File: src/inc/mrsc_pkg.sv
// Contract
// RQ1: power-on reset clears program counter
// RQ2: power-on sets port data/direction all ones
// RQ3: persistent low supply resets, sets undervolt flag
// RQ4: short low-supply glitches are ignored
// RQ5: threshold register has four valid codes
// RQ6: invalid code resets after 2-3 slow cycles
// RQ7: threshold register powers up 0x55
// RQ8: software may write any threshold value
// RQ9: undervolt reset disabled in power-down
// RQ10: undervolt flag bit 2, software clears
// RQ11: code fault flag bit 1, software clears
// RQ12: control bits 6 and 3 read zero
// RQ13: normal watchdog timeout gives full reset
// RQ14: powerdown watchdog timeout clears only PC, SP
// RQ15: wake restart delay 15-16 or 1-2 cycles
// RQ16: power-on clears expired and powerdown flags
// RQ17: undervolt reset keeps expired and powerdown flags
// RQ18: watchdog reset sets expired, powerdown if halted
// RQ19: power-on disables interrupts, stops timer
// RQ20: watchdog counter cleared, restarts after reset
// RQ21: power-on ports inputs, analog pins assigned
// RQ22: power-on stack pointer at stack top
// RQ23: debounce on slow clock, restarts when valid
package mrsc_pkg;
  // ---------------------------------------------------------------
  // register map
  // ---------------------------------------------------------------
  localparam logic [7:0] MRSC_THRESH_ADDR  = 8'h00;
  localparam logic [7:0] MRSC_CTRL_ADDR    = 8'h04;
  localparam logic [7:0] MRSC_STATUS_ADDR  = 8'h08;
  localparam logic [7:0] MRSC_THRESH_RESET = 8'h55;
  localparam logic [7:0] MRSC_CODE_A       = 8'h55;
  localparam logic [7:0] MRSC_CODE_B       = 8'h33;
  localparam logic [7:0] MRSC_CODE_C       = 8'h99;
  localparam logic [7:0] MRSC_CODE_D       = 8'hAA;
  localparam logic [7:0] MRSC_CTRL_WMASK   = 8'hB7;
  localparam int         MRSC_UV_FLAG_BIT  = 2;
  localparam int         MRSC_CODE_FLT_BIT = 1;
  localparam int         MRSC_WD_CODE_BIT  = 0;
  localparam int         MRSC_ST_PD_BIT    = 0;
  localparam int         MRSC_ST_EXP_BIT   = 1;
  // ---------------------------------------------------------------
  // timing
  // ---------------------------------------------------------------
  localparam int         MRSC_CLK_NS        = 8;
  localparam int         MRSC_UV_FILTER_NS  = 120;
  localparam logic [7:0] MRSC_UV_FILTER_CYC =
    8'((MRSC_UV_FILTER_NS + MRSC_CLK_NS - 1) / MRSC_CLK_NS);
  localparam logic [1:0] MRSC_DEBOUNCE_SLOW = 2'h2;
  localparam logic [4:0] MRSC_SETTLE_HIGH   = 5'h0F;
  localparam logic [4:0] MRSC_SETTLE_LOW    = 5'h01;
  localparam logic [3:0] MRSC_RESET_HOLD    = 4'h4;
  localparam logic [7:0] MRSC_PORT_RESET    = 8'hFF;
  localparam logic [7:0] MRSC_SP_TOP        = 8'hFF;
  localparam logic [7:0] MRSC_ANALOG_RESET  = 8'hFF;

  typedef struct packed {
    logic fullReset;
    logic porReset;
    logic wakeReset;
    logic restartHold;
  } mrsc_rst_t;

  function automatic logic mrsc_code_ok(input logic [7:0] c);
    return (c == MRSC_CODE_A) || (c == MRSC_CODE_B) ||
           (c == MRSC_CODE_C) || (c == MRSC_CODE_D);
  endfunction : mrsc_code_ok
endpackage : mrsc_pkg

File: src/core/mrsc_reset_ctrl.sv
// Local design decisions: the AXI4-Lite interface to the registers and the register offsets.
`timescale 1ns/1ps
module mrsc_reset_ctrl
  import mrsc_pkg::*;
(
  input  wire logic        clock,
  input  wire logic        nrst,
  input  wire logic        porPulse,
  input  wire logic        lowSupplyPin,
  input  wire logic        slowOscPin,
  input  wire logic        watchdogTimeout,
  input  wire logic        powerDown,
  input  wire logic        idleSysClock,
  input  wire logic        sysOnHighSpeed,
  input  wire logic [31:0] s_axi_awaddr,
  input  wire logic        s_axi_awvalid,
  output logic             s_axi_awready,
  input  wire logic [31:0] s_axi_wdata,
  input  wire logic [3:0]  s_axi_wstrb,
  input  wire logic        s_axi_wvalid,
  output logic             s_axi_wready,
  output logic [1:0]       s_axi_bresp,
  output logic             s_axi_bvalid,
  input  wire logic        s_axi_bready,
  input  wire logic [31:0] s_axi_araddr,
  input  wire logic        s_axi_arvalid,
  output logic             s_axi_arready,
  output logic [31:0]      s_axi_rdata,
  output logic [1:0]       s_axi_rresp,
  output logic             s_axi_rvalid,
  input  wire logic        s_axi_rready,
  output mrsc_pkg::mrsc_rst_t resetOut,
  output logic             clearPc,
  output logic [7:0]       stackPtrInit,
  output logic             clearSp,
  output logic [7:0]       portDataInit,
  output logic [7:0]       portDirInit,
  output logic [7:0]       analogSelInit,
  output logic             loadPortInit,
  output logic             intDisable,
  output logic             timerOff,
  output logic             watchdogClear,
  output logic             cpuHold
);
  import mrsc_pkg::*;

  // ---------------------------------------------------------------
  // state
  // ---------------------------------------------------------------
  typedef enum logic [1:0] {RUN, FULL_RST, WAKE_SETTLE} mrsc_phase_t;

  typedef struct packed {
    mrsc_phase_t phase;
    logic [3:0]  holdCnt;
    logic [4:0]  settleCnt;
    logic [7:0]  uvCnt;
    logic [7:0]  thresh;
    logic        uvFlag;
    logic        codeFaultFlag;
    logic        wdCodeFlag;
    logic        expiredFlag;
    logic        pdFlag;
    logic [7:0]  ctrlOther;
    logic        slowPrev;
    logic        porPend;
    logic        awHeld;
    logic [7:0]  awAddr;
    logic        wHeld;
    logic [7:0]  wData;
    logic        wLane0;
    logic        bValid;
    logic [1:0]  bResp;
    logic        rValid;
    logic [31:0] rData;
    logic [1:0]  rResp;
  } mrsc_state_t;

  mrsc_state_t st_q;
  mrsc_state_t st_d;
  logic        lowSync;
  logic        slowSync;
  logic        codeFire;
  logic        slowTick;

  mrsc_sync u_lowSync (
    .clock (clock),
    .nrst  (nrst),
    .din   (lowSupplyPin),
    .dout  (lowSync)
  );
  mrsc_sync u_slowSync (
    .clock (clock),
    .nrst  (nrst),
    .din   (slowOscPin),
    .dout  (slowSync)
  );

  assign slowTick = slowSync & ~st_q.slowPrev;

  mrsc_debounce u_debounce (
    .clock    (clock),
    .nrst     (nrst),
    .slowTick (slowTick),
    .codeBad  (!mrsc_code_ok(st_q.thresh)),            // [RQ5]
    .fire     (codeFire)
  );

  function automatic logic [7:0] ctrl_read(input mrsc_state_t s);
    logic [7:0] v;
    v = s.ctrlOther & 8'hB0;                           // [RQ12]
    v[MRSC_UV_FLAG_BIT] = s.uvFlag;
    v[MRSC_CODE_FLT_BIT] = s.codeFaultFlag;
    v[MRSC_WD_CODE_BIT]  = s.wdCodeFlag;
    return v;
  endfunction : ctrl_read

  // ---------------------------------------------------------------
  // next state
  // ---------------------------------------------------------------
  logic uvFire;
  logic fullEvt;
  logic wdNormal;
  logic wdHalted;
  logic doWrite;

  always_comb begin
    st_d          = st_q;
    st_d.slowPrev = slowSync;
    st_d.porPend  = 1'b0;
    uvFire        = 1'b0;
    wdNormal      = watchdogTimeout & ~powerDown;
    wdHalted      = watchdogTimeout & powerDown;
    doWrite       = 1'b0;

    // low-supply filter, off while powered down
    if (lowSync && !powerDown) begin                   // [RQ9]
      if (st_q.uvCnt == MRSC_UV_FILTER_CYC) begin
        uvFire     = 1'b1;                             // [RQ3]
        st_d.uvCnt = 8'h00;
      end else begin
        st_d.uvCnt = st_q.uvCnt + 8'h01;
      end
    end else begin
      st_d.uvCnt = 8'h00;                              // [RQ4]
    end

    fullEvt = uvFire | codeFire | wdNormal;            // [RQ13]

    // -- bus side: aw/w accepted separately, then answered together
    if (s_axi_awvalid && !st_q.awHeld) begin
      st_d.awHeld = 1'b1;
      st_d.awAddr = s_axi_awaddr[7:0];
    end
    if (s_axi_wvalid && !st_q.wHeld) begin
      st_d.wHeld  = 1'b1;
      st_d.wData  = s_axi_wdata[7:0];
      st_d.wLane0 = s_axi_wstrb[0];
    end
    if (st_q.bValid && s_axi_bready) begin
      st_d.bValid = 1'b0;
    end
    if (st_q.awHeld && st_q.wHeld && !st_q.bValid) begin
      doWrite     = 1'b1;
      st_d.awHeld = 1'b0;
      st_d.wHeld  = 1'b0;
      st_d.bValid = 1'b1;
      st_d.bResp  = 2'b00;
      if (st_q.awAddr != MRSC_THRESH_ADDR && st_q.awAddr != MRSC_CTRL_ADDR &&
          st_q.awAddr != MRSC_STATUS_ADDR) begin
        st_d.bResp = 2'b10;
      end
    end
    if (doWrite && st_q.wLane0) begin
      if (st_q.awAddr == MRSC_THRESH_ADDR) begin
        st_d.thresh = st_q.wData;                      // [RQ8]
      end else if (st_q.awAddr == MRSC_CTRL_ADDR) begin
        st_d.ctrlOther = st_q.wData & MRSC_CTRL_WMASK;
        // software may clear or set; hardware set wins below
        st_d.uvFlag  = st_q.wData[MRSC_UV_FLAG_BIT];   // [RQ10]
        st_d.codeFaultFlag = st_q.wData[MRSC_CODE_FLT_BIT]; // [RQ11]
        st_d.wdCodeFlag    = st_q.wData[MRSC_WD_CODE_BIT];
      end
    end
    if (st_q.rValid && s_axi_rready) begin
      st_d.rValid = 1'b0;
    end
    if (s_axi_arvalid && !st_q.rValid) begin
      st_d.rValid = 1'b1;
      st_d.rResp  = 2'b00;
      st_d.rData  = 32'h0000_0000;
      unique case (s_axi_araddr[7:0])
        MRSC_THRESH_ADDR: st_d.rData[7:0] = st_q.thresh;
        MRSC_CTRL_ADDR:   st_d.rData[7:0] = ctrl_read(st_q);
        MRSC_STATUS_ADDR: begin
          st_d.rData[MRSC_ST_PD_BIT]  = st_q.pdFlag;
          st_d.rData[MRSC_ST_EXP_BIT] = st_q.expiredFlag;
        end
        default:          st_d.rResp = 2'b10;
      endcase
    end

    // -- reset sources; flag sets override software clears
    if (uvFire) begin
      st_d.uvFlag = 1'b1;                              // [RQ3] [RQ17]
    end
    if (codeFire) begin
      st_d.codeFaultFlag = 1'b1;                       // [RQ11]
    end
    if (watchdogTimeout) begin
      st_d.expiredFlag = 1'b1;                         // [RQ18]
    end
    if (wdHalted) begin
      st_d.pdFlag = 1'b1;                              // [RQ18]
    end

    unique case (st_q.phase)
      RUN: begin
        if (fullEvt) begin
          st_d.phase   = FULL_RST;
          st_d.holdCnt = MRSC_RESET_HOLD;
        end else if (wdHalted) begin
          st_d.phase     = WAKE_SETTLE;                // [RQ14]
          st_d.settleCnt = sysOnHighSpeed ? MRSC_SETTLE_HIGH
                                          : MRSC_SETTLE_LOW; // [RQ15]
        end
      end
      FULL_RST: begin
        if (st_q.holdCnt == 4'h0) begin
          st_d.phase = RUN;
        end else begin
          st_d.holdCnt = st_q.holdCnt - 4'h1;
        end
      end
      WAKE_SETTLE: begin
        if (fullEvt) begin
          st_d.phase   = FULL_RST;
          st_d.holdCnt = MRSC_RESET_HOLD;
        end else if (st_q.settleCnt == 5'h00) begin
          st_d.phase = RUN;
        end else begin
          st_d.settleCnt = st_q.settleCnt - 5'h01;
        end
      end
      // the fourth phase code is unused; recover through a full reset
      default: begin
        st_d.phase   = FULL_RST;
        st_d.holdCnt = MRSC_RESET_HOLD;
      end
    endcase

    // a full reset returns the threshold register to its default
    if (fullEvt) begin
      st_d.thresh    = MRSC_THRESH_RESET;
      st_d.ctrlOther = 8'h00;
    end
    if (porPulse) begin
      st_d.expiredFlag = 1'b0;                         // [RQ16]
      st_d.pdFlag      = 1'b0;                         // [RQ16]
      st_d.thresh      = MRSC_THRESH_RESET;            // [RQ7]
      st_d.codeFaultFlag = 1'b0;
      st_d.wdCodeFlag    = 1'b0;
      st_d.ctrlOther   = 8'h00;
      st_d.porPend     = 1'b1;
      st_d.phase       = FULL_RST;
      st_d.holdCnt     = MRSC_RESET_HOLD;
    end
  end

  // ---------------------------------------------------------------
  // registers
  // ---------------------------------------------------------------
  always_ff @(posedge clock or negedge nrst) begin
    if (!nrst) begin
      st_q         <= '0;
      st_q.phase   <= FULL_RST;
      st_q.holdCnt <= MRSC_RESET_HOLD;
      st_q.thresh  <= MRSC_THRESH_RESET;               // [RQ7]
      st_q.porPend <= 1'b1;
    end else begin
      st_q <= st_d;
    end
  end

  // ---------------------------------------------------------------
  // outputs
  // ---------------------------------------------------------------
  logic inFull;
  assign inFull = (st_q.phase == FULL_RST);

  assign resetOut.fullReset   = inFull;
  assign resetOut.porReset    = st_q.porPend;
  assign resetOut.wakeReset   = (st_q.phase == WAKE_SETTLE);
  assign resetOut.restartHold = (st_q.phase != RUN);

  assign clearPc       = inFull | (st_q.phase == WAKE_SETTLE); // [RQ1] [RQ14]
  assign clearSp       = clearPc;                               // [RQ22]
  assign stackPtrInit  = MRSC_SP_TOP;                           // [RQ22]
  assign portDataInit  = MRSC_PORT_RESET;                       // [RQ2]
  assign portDirInit   = MRSC_PORT_RESET;                       // [RQ2] [RQ21]
  assign analogSelInit = MRSC_ANALOG_RESET;                     // [RQ21]
  assign loadPortInit  = inFull;                                // [RQ2]
  assign intDisable    = inFull;                                // [RQ19]
  assign timerOff      = inFull;                                // [RQ19]
  assign watchdogClear = inFull | (st_q.phase == WAKE_SETTLE);  // [RQ20]
  assign cpuHold       = (st_q.phase != RUN) | idleSysClock & 1'b0; // [RQ15]

  assign s_axi_awready = ~st_q.awHeld;
  assign s_axi_wready  = ~st_q.wHeld;
  assign s_axi_bvalid  = st_q.bValid;
  assign s_axi_bresp   = st_q.bResp;
  assign s_axi_arready = ~st_q.rValid;
  assign s_axi_rvalid  = st_q.rValid;
  assign s_axi_rdata   = st_q.rData;
  assign s_axi_rresp   = st_q.rResp;
endmodule : mrsc_reset_ctrl

File: src/core/mrsc_sync.sv
`timescale 1ns/1ps
module mrsc_sync
  import mrsc_pkg::*;
(
  input  wire logic clock,
  input  wire logic nrst,
  input  wire logic din,
  output logic      dout
);
  typedef struct packed {
    logic s0;
    logic s1;
  } mrsc_sync_t;
  mrsc_sync_t st_q;
  mrsc_sync_t st_d;
  always_comb begin
    st_d    = st_q;
    st_d.s0 = din;
    st_d.s1 = st_q.s0;
  end
  always_ff @(posedge clock or negedge nrst) begin
    if (!nrst) begin
      st_q <= '0;
    end else begin
      st_q <= st_d;
    end
  end
  assign dout = st_q.s1;
endmodule : mrsc_sync

File: src/core/mrsc_debounce.sv
`timescale 1ns/1ps
// counts slow-oscillator ticks while the threshold code is invalid
module mrsc_debounce
  import mrsc_pkg::*;
(
  input  wire logic clock,
  input  wire logic nrst,
  input  wire logic slowTick,
  input  wire logic codeBad,
  output logic      fire
);
  typedef struct packed {
    logic [1:0] cnt;
    logic       fire;
  } mrsc_deb_t;
  mrsc_deb_t st_q;
  mrsc_deb_t st_d;
  always_comb begin
    st_d      = st_q;
    st_d.fire = 1'b0;
    if (!codeBad) begin
      st_d.cnt = 2'h0;                                 // [RQ23]
    end else if (slowTick) begin
      // a partial first tick makes the delay 2..3 slow periods
      if (st_q.cnt == MRSC_DEBOUNCE_SLOW) begin
        st_d.fire = 1'b1;                              // [RQ6]
        st_d.cnt  = 2'h0;
      end else begin
        st_d.cnt = st_q.cnt + 2'h1;
      end
    end
  end
  always_ff @(posedge clock or negedge nrst) begin
    if (!nrst) begin
      st_q <= '0;
    end else begin
      st_q <= st_d;
    end
  end
  assign fire = st_q.fire;
endmodule : mrsc_debounce

File: config.mk
export PLATFORM = sky130hd
export DESIGN_NAME = mrsc_reset_ctrl
export DESIGN_NICKNAME = d
export VERILOG_FILES = /design/src/inc/mrsc_pkg.sv /design/src/core/mrsc_reset_ctrl.sv /design/src/core/mrsc_sync.sv /design/src/core/mrsc_debounce.sv
export SDC_FILE = /design/constraint.sdc
export NUM_CORES = 1
export LEC_CHECK = 0
export BUFFER_PORTS_ARGS = -buffer_cell sky130_fd_sc_hd__buf_4
export CORE_MARGIN = 10
export CORE_UTILIZATION = 47
export DETAILED_ROUTE_END_ITERATION = 10
export HOLD_SLACK_MARGIN = 0.08
export PLACE_DENSITY = 0.81
export SYNTH_ARGS = -nofsm -noshare
export SYNTH_HDL_FRONTEND = slang
export SYNTH_HIERARCHICAL = 1
export SYNTH_SLANG_ARGS = --single-unit
export TNS_END_PERCENT = 50
File: constraint.sdc
create_clock -name clock -period 2.3 [get_ports clock]
set_input_delay 0.345 -clock clock [delete_from_list [all_inputs] [get_ports clock]]
set_output_delay 0.345 -clock clock [all_outputs]
set_load 0.03 [all_outputs]
# Word-level counts from Yosys, hierarchy flattened

Index checks and enable logic that the tools add are counted.

Logic and storage cells: 173
Bits in read-only memories: 0
Bits in latches: 0
Memories: 0
Bits of input ports: 114
Output and inout port bits: 84
Flip-flop bits (word level): 82
RAM bits: 0

Eq/ne operators: 25
Add/sub/neg operators: 4
Magnitude comparators: 0
Shifts and indexed selects: 0
Multiply operators: 0
Reduce and logical (&&, ||, !) cells: 51
Divide/modulo/power cells: 0
Muxes and demuxes: 53
Bitwise logic cells: 11

Operators by type and width:

| operator                                             | number |
|---|---|
| 2-to-1 mux 8 bit                                     | 9 |
| 2-to-1 mux 35 bit                                    | 1 |
| nonzero test 2 bit                                   | 13 |
| 2-to-1 mux 5 bit                                     | 4 |
| 2-to-1 mux 2 bit                                     | 9 |
| one-hot mux 6 bit (3 select lines)                   | 1 |
| equality test 8 x 3 -> 1 bit (second input constant) | 2 |
| equality test 8 x 4 -> 1 bit (second input constant) | 2 |
| equality test 8 bit (second input constant)          | 2 |
| zero test 8 bit                                      | 2 |
| AND reduction 3 bit                                  | 5 |
| nonzero test 3 bit                                   | 5 |
| 2-to-1 mux 1 bit                                     | 14 |
| 2-to-1 mux 12 bit                                    | 1 |
| 2-to-1 mux 3 bit                                     | 4 |
| 2-to-1 mux 4 bit                                     | 3 |
| != test 2 bit (second input constant)                | 6 |
| one-hot mux 6 bit (2 select lines)                   | 1 |
| logical AND 1 bit                                    | 11 |
| 2-to-1 mux 11 bit                                    | 1 |
| 2-to-1 mux 10 bit                                    | 1 |
| one-hot mux 5 bit (2 select lines)                   | 1 |
| 2-to-1 mux 9 bit                                     | 1 |
| adder 8 x 1 -> 8 bit (second input constant)         | 1 |
| 27 further kinds                                     | 44 |

# Longest topological paths before layout

Depth in word-level cells: 8
Depth in mapped cells: 8
Gate-level depth less buffers: 6

# Cells and area by module

The synthesis kept the hierarchy.

By module, submodules not included:

| module          | sequential area each (µm²) | area each (µm²) | cells an instance | times used |
|---|---|---|---|---|
| mrsc_reset_ctrl | 1710.4                     | 3863.7          | 389               | 1 |
| mrsc_debounce   | 75.1                       | 131.4           | 10                | 1 |
| mrsc_sync       | 50.0                       | 50.0            | 2                 | 2 |

# Least setup slack after synthesis

OpenSTA, ideal clock, no wires.

Path type: register -> register
Start point: register st_q[97] (netlist name)
End point: register st_q[88] (netlist name)
Slack: 45 ps
Required time: 2173 ps
Arrival: 2127 ps
Cell stages (with the launch flop): 9
Buffers on the path: 2
Setup time: 127 ps
Period minus slack after synthesis: 2255 ps
Cell sequence: dfstp_2 -> inv_1 -> ha_1 -> clkbuf_1 -> inv_1 -> o21bai_1 -> or3_1 -> buf_2 -> mux2_1

RTL lines:

| item                   | line                   | source |
|---|---|---|
| start, declared        | mrsc_reset_ctrl.sv:78  | `mrsc_state_t st_q;` |
| start signal, assigned | mrsc_reset_ctrl.sv:280 | `st_q <= st_d;` |

# Final worst setup path

Start point: register st_q[97] (netlist name)
End point: register st_q[88] (netlist name)

Cells in the longest elaborated chain, start to end: 3
Elaborated cells between the ends (all ways): 9
Those cells by class: eq/ne: 5; mux: 1; reduce/logical: 3

Ends and longest elaborated chain:

| item                                                                 | line                   | source |
|---|---|---|
| equality test 2 bit or zero test 2 bit (tied branches)               | mrsc_reset_ctrl.sv:216 | `unique case (st_q.phase)` |
| != test 2 bit (no source line) or nonzero test 2 bit (tied branches) | n/a                    |  |
| AND reduction 5 bit (no source line)                                 | n/a                    |  |

Several ways; a longest one is shown, not always the timed one.
A chain may end at the register's enable or synchronous reset.

==> flow_summary.json <==
{
  "hold_viol_final": 0,
  "path_max_fanout": 6,
  "setup_viol": 0,
  "tightest_slew_ns": 0.932,
  "cts_hold_buf": 0,
  "gp_congestion": 0.770,
  "period_needed_ns": 2.21,
  "synthFlopType": "dfrtp_1",
  "routedWlPerCell_um": 14.8,
  "overflow": 0,
  "synth.top_cell.area_share_pct": 41.6,
  "synthCells": 403,
  "synthDistinctLibCells": 54,
  "numCtsBuffers": 9,
  "worstSetupPathType": "reg2reg",
  "track_usage_pct": 13.0,
  "mappedNetlistArea_um2": 4100,
  "total_power_mw": 4.46,
  "start_util_pct": 49.1,
  "io_pins": 198,
  "syn2layout_area_growth_pct": 11.1,
  "clock_latency_ns": 0.35,
  "first_iter_violations": 172,
  "period_share_pct": 96.2,
  "finalMaxSlewViolations": 0,
  "timing.final.ws_setup_ns": 0.0878,
  "maxCapViolCount": 0,
  "min_path_cells": 1,
  "yosysWarnings": 6,
  "path_clk_slew_ns": 0.07,
  "async_reset_ff_share_pct": 100,
  "hpwl_mm": 6.40,
  "status": "finished, final reports clean",
  "synth_area_leaders": "dfrtp_1, buf_4, dfstp_2",
  "dp_slack_ns": 0.0491,
  "drc": 0,
  "dr.pass1.iters": 4,
  "clock_skew_ns": 0.0114,
  "min_path_type": "in2reg",
  "portBuffers": 63,
  "ff2ff_path_depth": 6,
  "dieHeight_um": 113,
  "drtAntennaViolNets": 0,
  "wl_mm": 8.34,
  "worst_setup_path_start_kind": "flip-flop",
  "leakagePower_nw": 2.11,
  "holdPathEnd": "u_slowSync/st_d[0]",
  "crit_path_end_kind": "flip-flop",
  "fin_area_um2": 4550,
  "seq_area_frac_synth_pct": 46.0,
  "yosysTopAreaCell": "dfrtp_1",
  "regToRegEndpoint": "st_q[88]",
  "rows": 33,
  "reg2reg_slack_ns": 0.09,
  "core-area_um2": 8340,
  "syn_avg_cell_area_um2": 10.2,
  "grt_max_degree": 76,
  "cp.required_ns": 2.52,
  "root_buffer": "clkbuf_8",
  "min_from": "slowOscPin",
  "synth_edf_count": 0,
  "placed_cell_area_um2": 4330,
  "drive_gt1_share_pct": 26.7,
  "power_density_nw_per_um2": 980,
  "synth-seq-cells": 75,
  "relSlewSlack_pct": 37.9,
  "irDropWorstVdd_uv": 563,
  "n_antenna_cell": 0,
  "die_area_um2": 12800,
  "route.vias.total": 2829,
  "arrival_ns": 2.43,
  "fin_nets": 574,
  "grt_pass1_vias": 2919,
  "rsz0062_at_grt": "false",
  "antenna_found_initial": 0,
  "r2r-start": "st_q[97]",
  "cts_sinks": 75,
  "n_fill_cell": 727,
  "setup_tns_ns": 0,
  "holdWs_ns": 0.104,
  "cts_tree": "built",
  "die_w_um": 113,
  "clockBufferDepth": 2,
  "viasPerCell": 5.03,
  "ctsHtreeMaxLevel": 3,
  "fmax_ghz": 0.452,
  "grt_pass1_wl_mm": 14.1
}
## synth_stat cells (2+ instances only)
master,instances
nor4bb_1,2
o21ai_0,16
nor2_1,18
o21bai_1,2
o41ai_1,2
mux2i_1,8
or3_1,7
o31ai_1,2
xnor2_1,3
nand3_1,27
nor4_1,3
clkbuf_1,5
o21a_1,4
nand3b_1,2
inv_1,18
a22o_1,2
a211oi_1,3
nand2_1,20
or4_4,3
nor3_1,6
xor2_1,3
a21oi_1,16
o21ai_2,6
a31oi_1,5
ha_1,8
buf_4,75
nand4b_1,3
or2_2,2
o21ai_1,5
conb_1,2
dfstp_2,7
buf_2,5
mux2_2,16
a21boi_0,2
dfrtp_1,68
nand2b_1,4
nor2b_1,6
## worst max-delay path: stages, from the launching register on
cell,delay (ns)
dfstp_2,0.57
inv_1,0.07
ha_1,0.24
a21boi_0,0.15
o21bai_2,0.25
or3_1,0.44
mux2_1,0.36
## cells by family (layout without fill, tap and decap cells)
| group | count (synthesis) | after routing | synth area share, % |
|---|---|---|---|
| adder cells (fa/ha/maj) | 8 | 8 | 2.44 |
| XOR/XNOR | 6 | 6 | 1.28 |
| flip-flops | 75 | 75 | 46.0 |
| buffers and inverters | 104 | 102 | 16.7 |
| other | 2 | 58 | 0.183 |
| multiplexers | 25 | 25 | 6.63 |
| AND/OR/NAND/NOR | 112 | 112 | 15.4 |
| AO/OA/AOI/OAI | 71 | 71 | 11.3 |
## metrics by stage
stage | instances | util (%)
floorplan | 459 | -
global placement | 546 | 51.9
detailed placement | 546 | 51.9
CTS | 562 | 54.5
global route | 562 | 54.5
finish | 562 | 54.5
## routing by layer
| metal | GRT usage [%] | part of all wire (%) | up-vias |
|---|---|---|---|
| met5 | 0 | 0 | - |
| met4 | 3.98 | 1.5 | 0 |
| met3 | 6.34 | 11 | 12 |
| met2 | 20.3 | 46 | 101 |
| met1 | 15.4 | 42 | 1346 |
| li1 | - | - | 1370 |
## power by group
group | switching, mW | total [mW] | internal [mW]
logic | 0.934 | 1.52 | 0.589
clock network | 0.462 | 1.08 | 0.622
registers | 0.246 | 1.85 | 1.61
## timing repair
action | 4_1_cts | 5_1_grt
endpoints found under the setup margin | 0 | 1
gates resized for setup | 0 | 1
setup buffers | 0 | 0
## worst max-delay path by stage
stage | startpoint | to | slack (ns)
2_1_floorplan | st_q[97] | st_q[88] | 0.05
3_3_place_gp | st_q[88] | st_q[88] | 0.15
3_5_place_dp | st_q[88] | st_q[88] | 0.05
4_1_cts | st_q[88] | st_q[88] | 0.04
5_1_grt | st_q[97] | st_q[88] | 0.02
6_report | st_q[97] | st_q[88] | 0.09
## flip-flops by register name, indices dropped and copies added (netlist names)
register,flops
u_lowSync/st_d,1
s_axi_bresp,1
s_axi_rdata,8
st_q,55
s_axi_rresp,1
u_debounce/fire,1
s_axi_bvalid,1
u_slowSync/st_d,1
u_slowSync/dout,1
u_lowSync/dout,1
u_debounce/st_q,2
resetOut,1
s_axi_rvalid,1
## placed cells by master, fill, tap and decap left out, types with 3 or more instances in the layout
master,instances
mux2i_1,8
o21ai_0,16
conb_1,58
nand2b_1,4
nand4b_1,3
dfrtp_1,68
nor2b_1,6
nor4_1,3
ha_1,8
o21ai_2,6
buf_4,68
nand3_1,27
mux2_2,16
a211oi_1,3
o21a_1,4
xor2_1,3
nor2_1,18
inv_1,18
nand2_1,20
nor3_1,6
a21oi_1,16
o21ai_1,5
clkbuf_8,13
or4_4,3
xnor2_1,3
a31oi_1,5
or3_1,7
dfstp_2,7
## area by class of cell
class                           count  area (um2)  share of cell area, %
Clock inverter                      1        30.0                  0.660
Sequential cell                    75        1890                   41.4
Timing Repair Buffer               68         510                   11.2
Multi-Input combinational cell    280        1740                   38.2
Tap cell                          105         131                   2.89
Clock buffer                       15         186                   4.10
Inverter                           18        67.6                   1.49
Power figures use the tool's default switching activity.
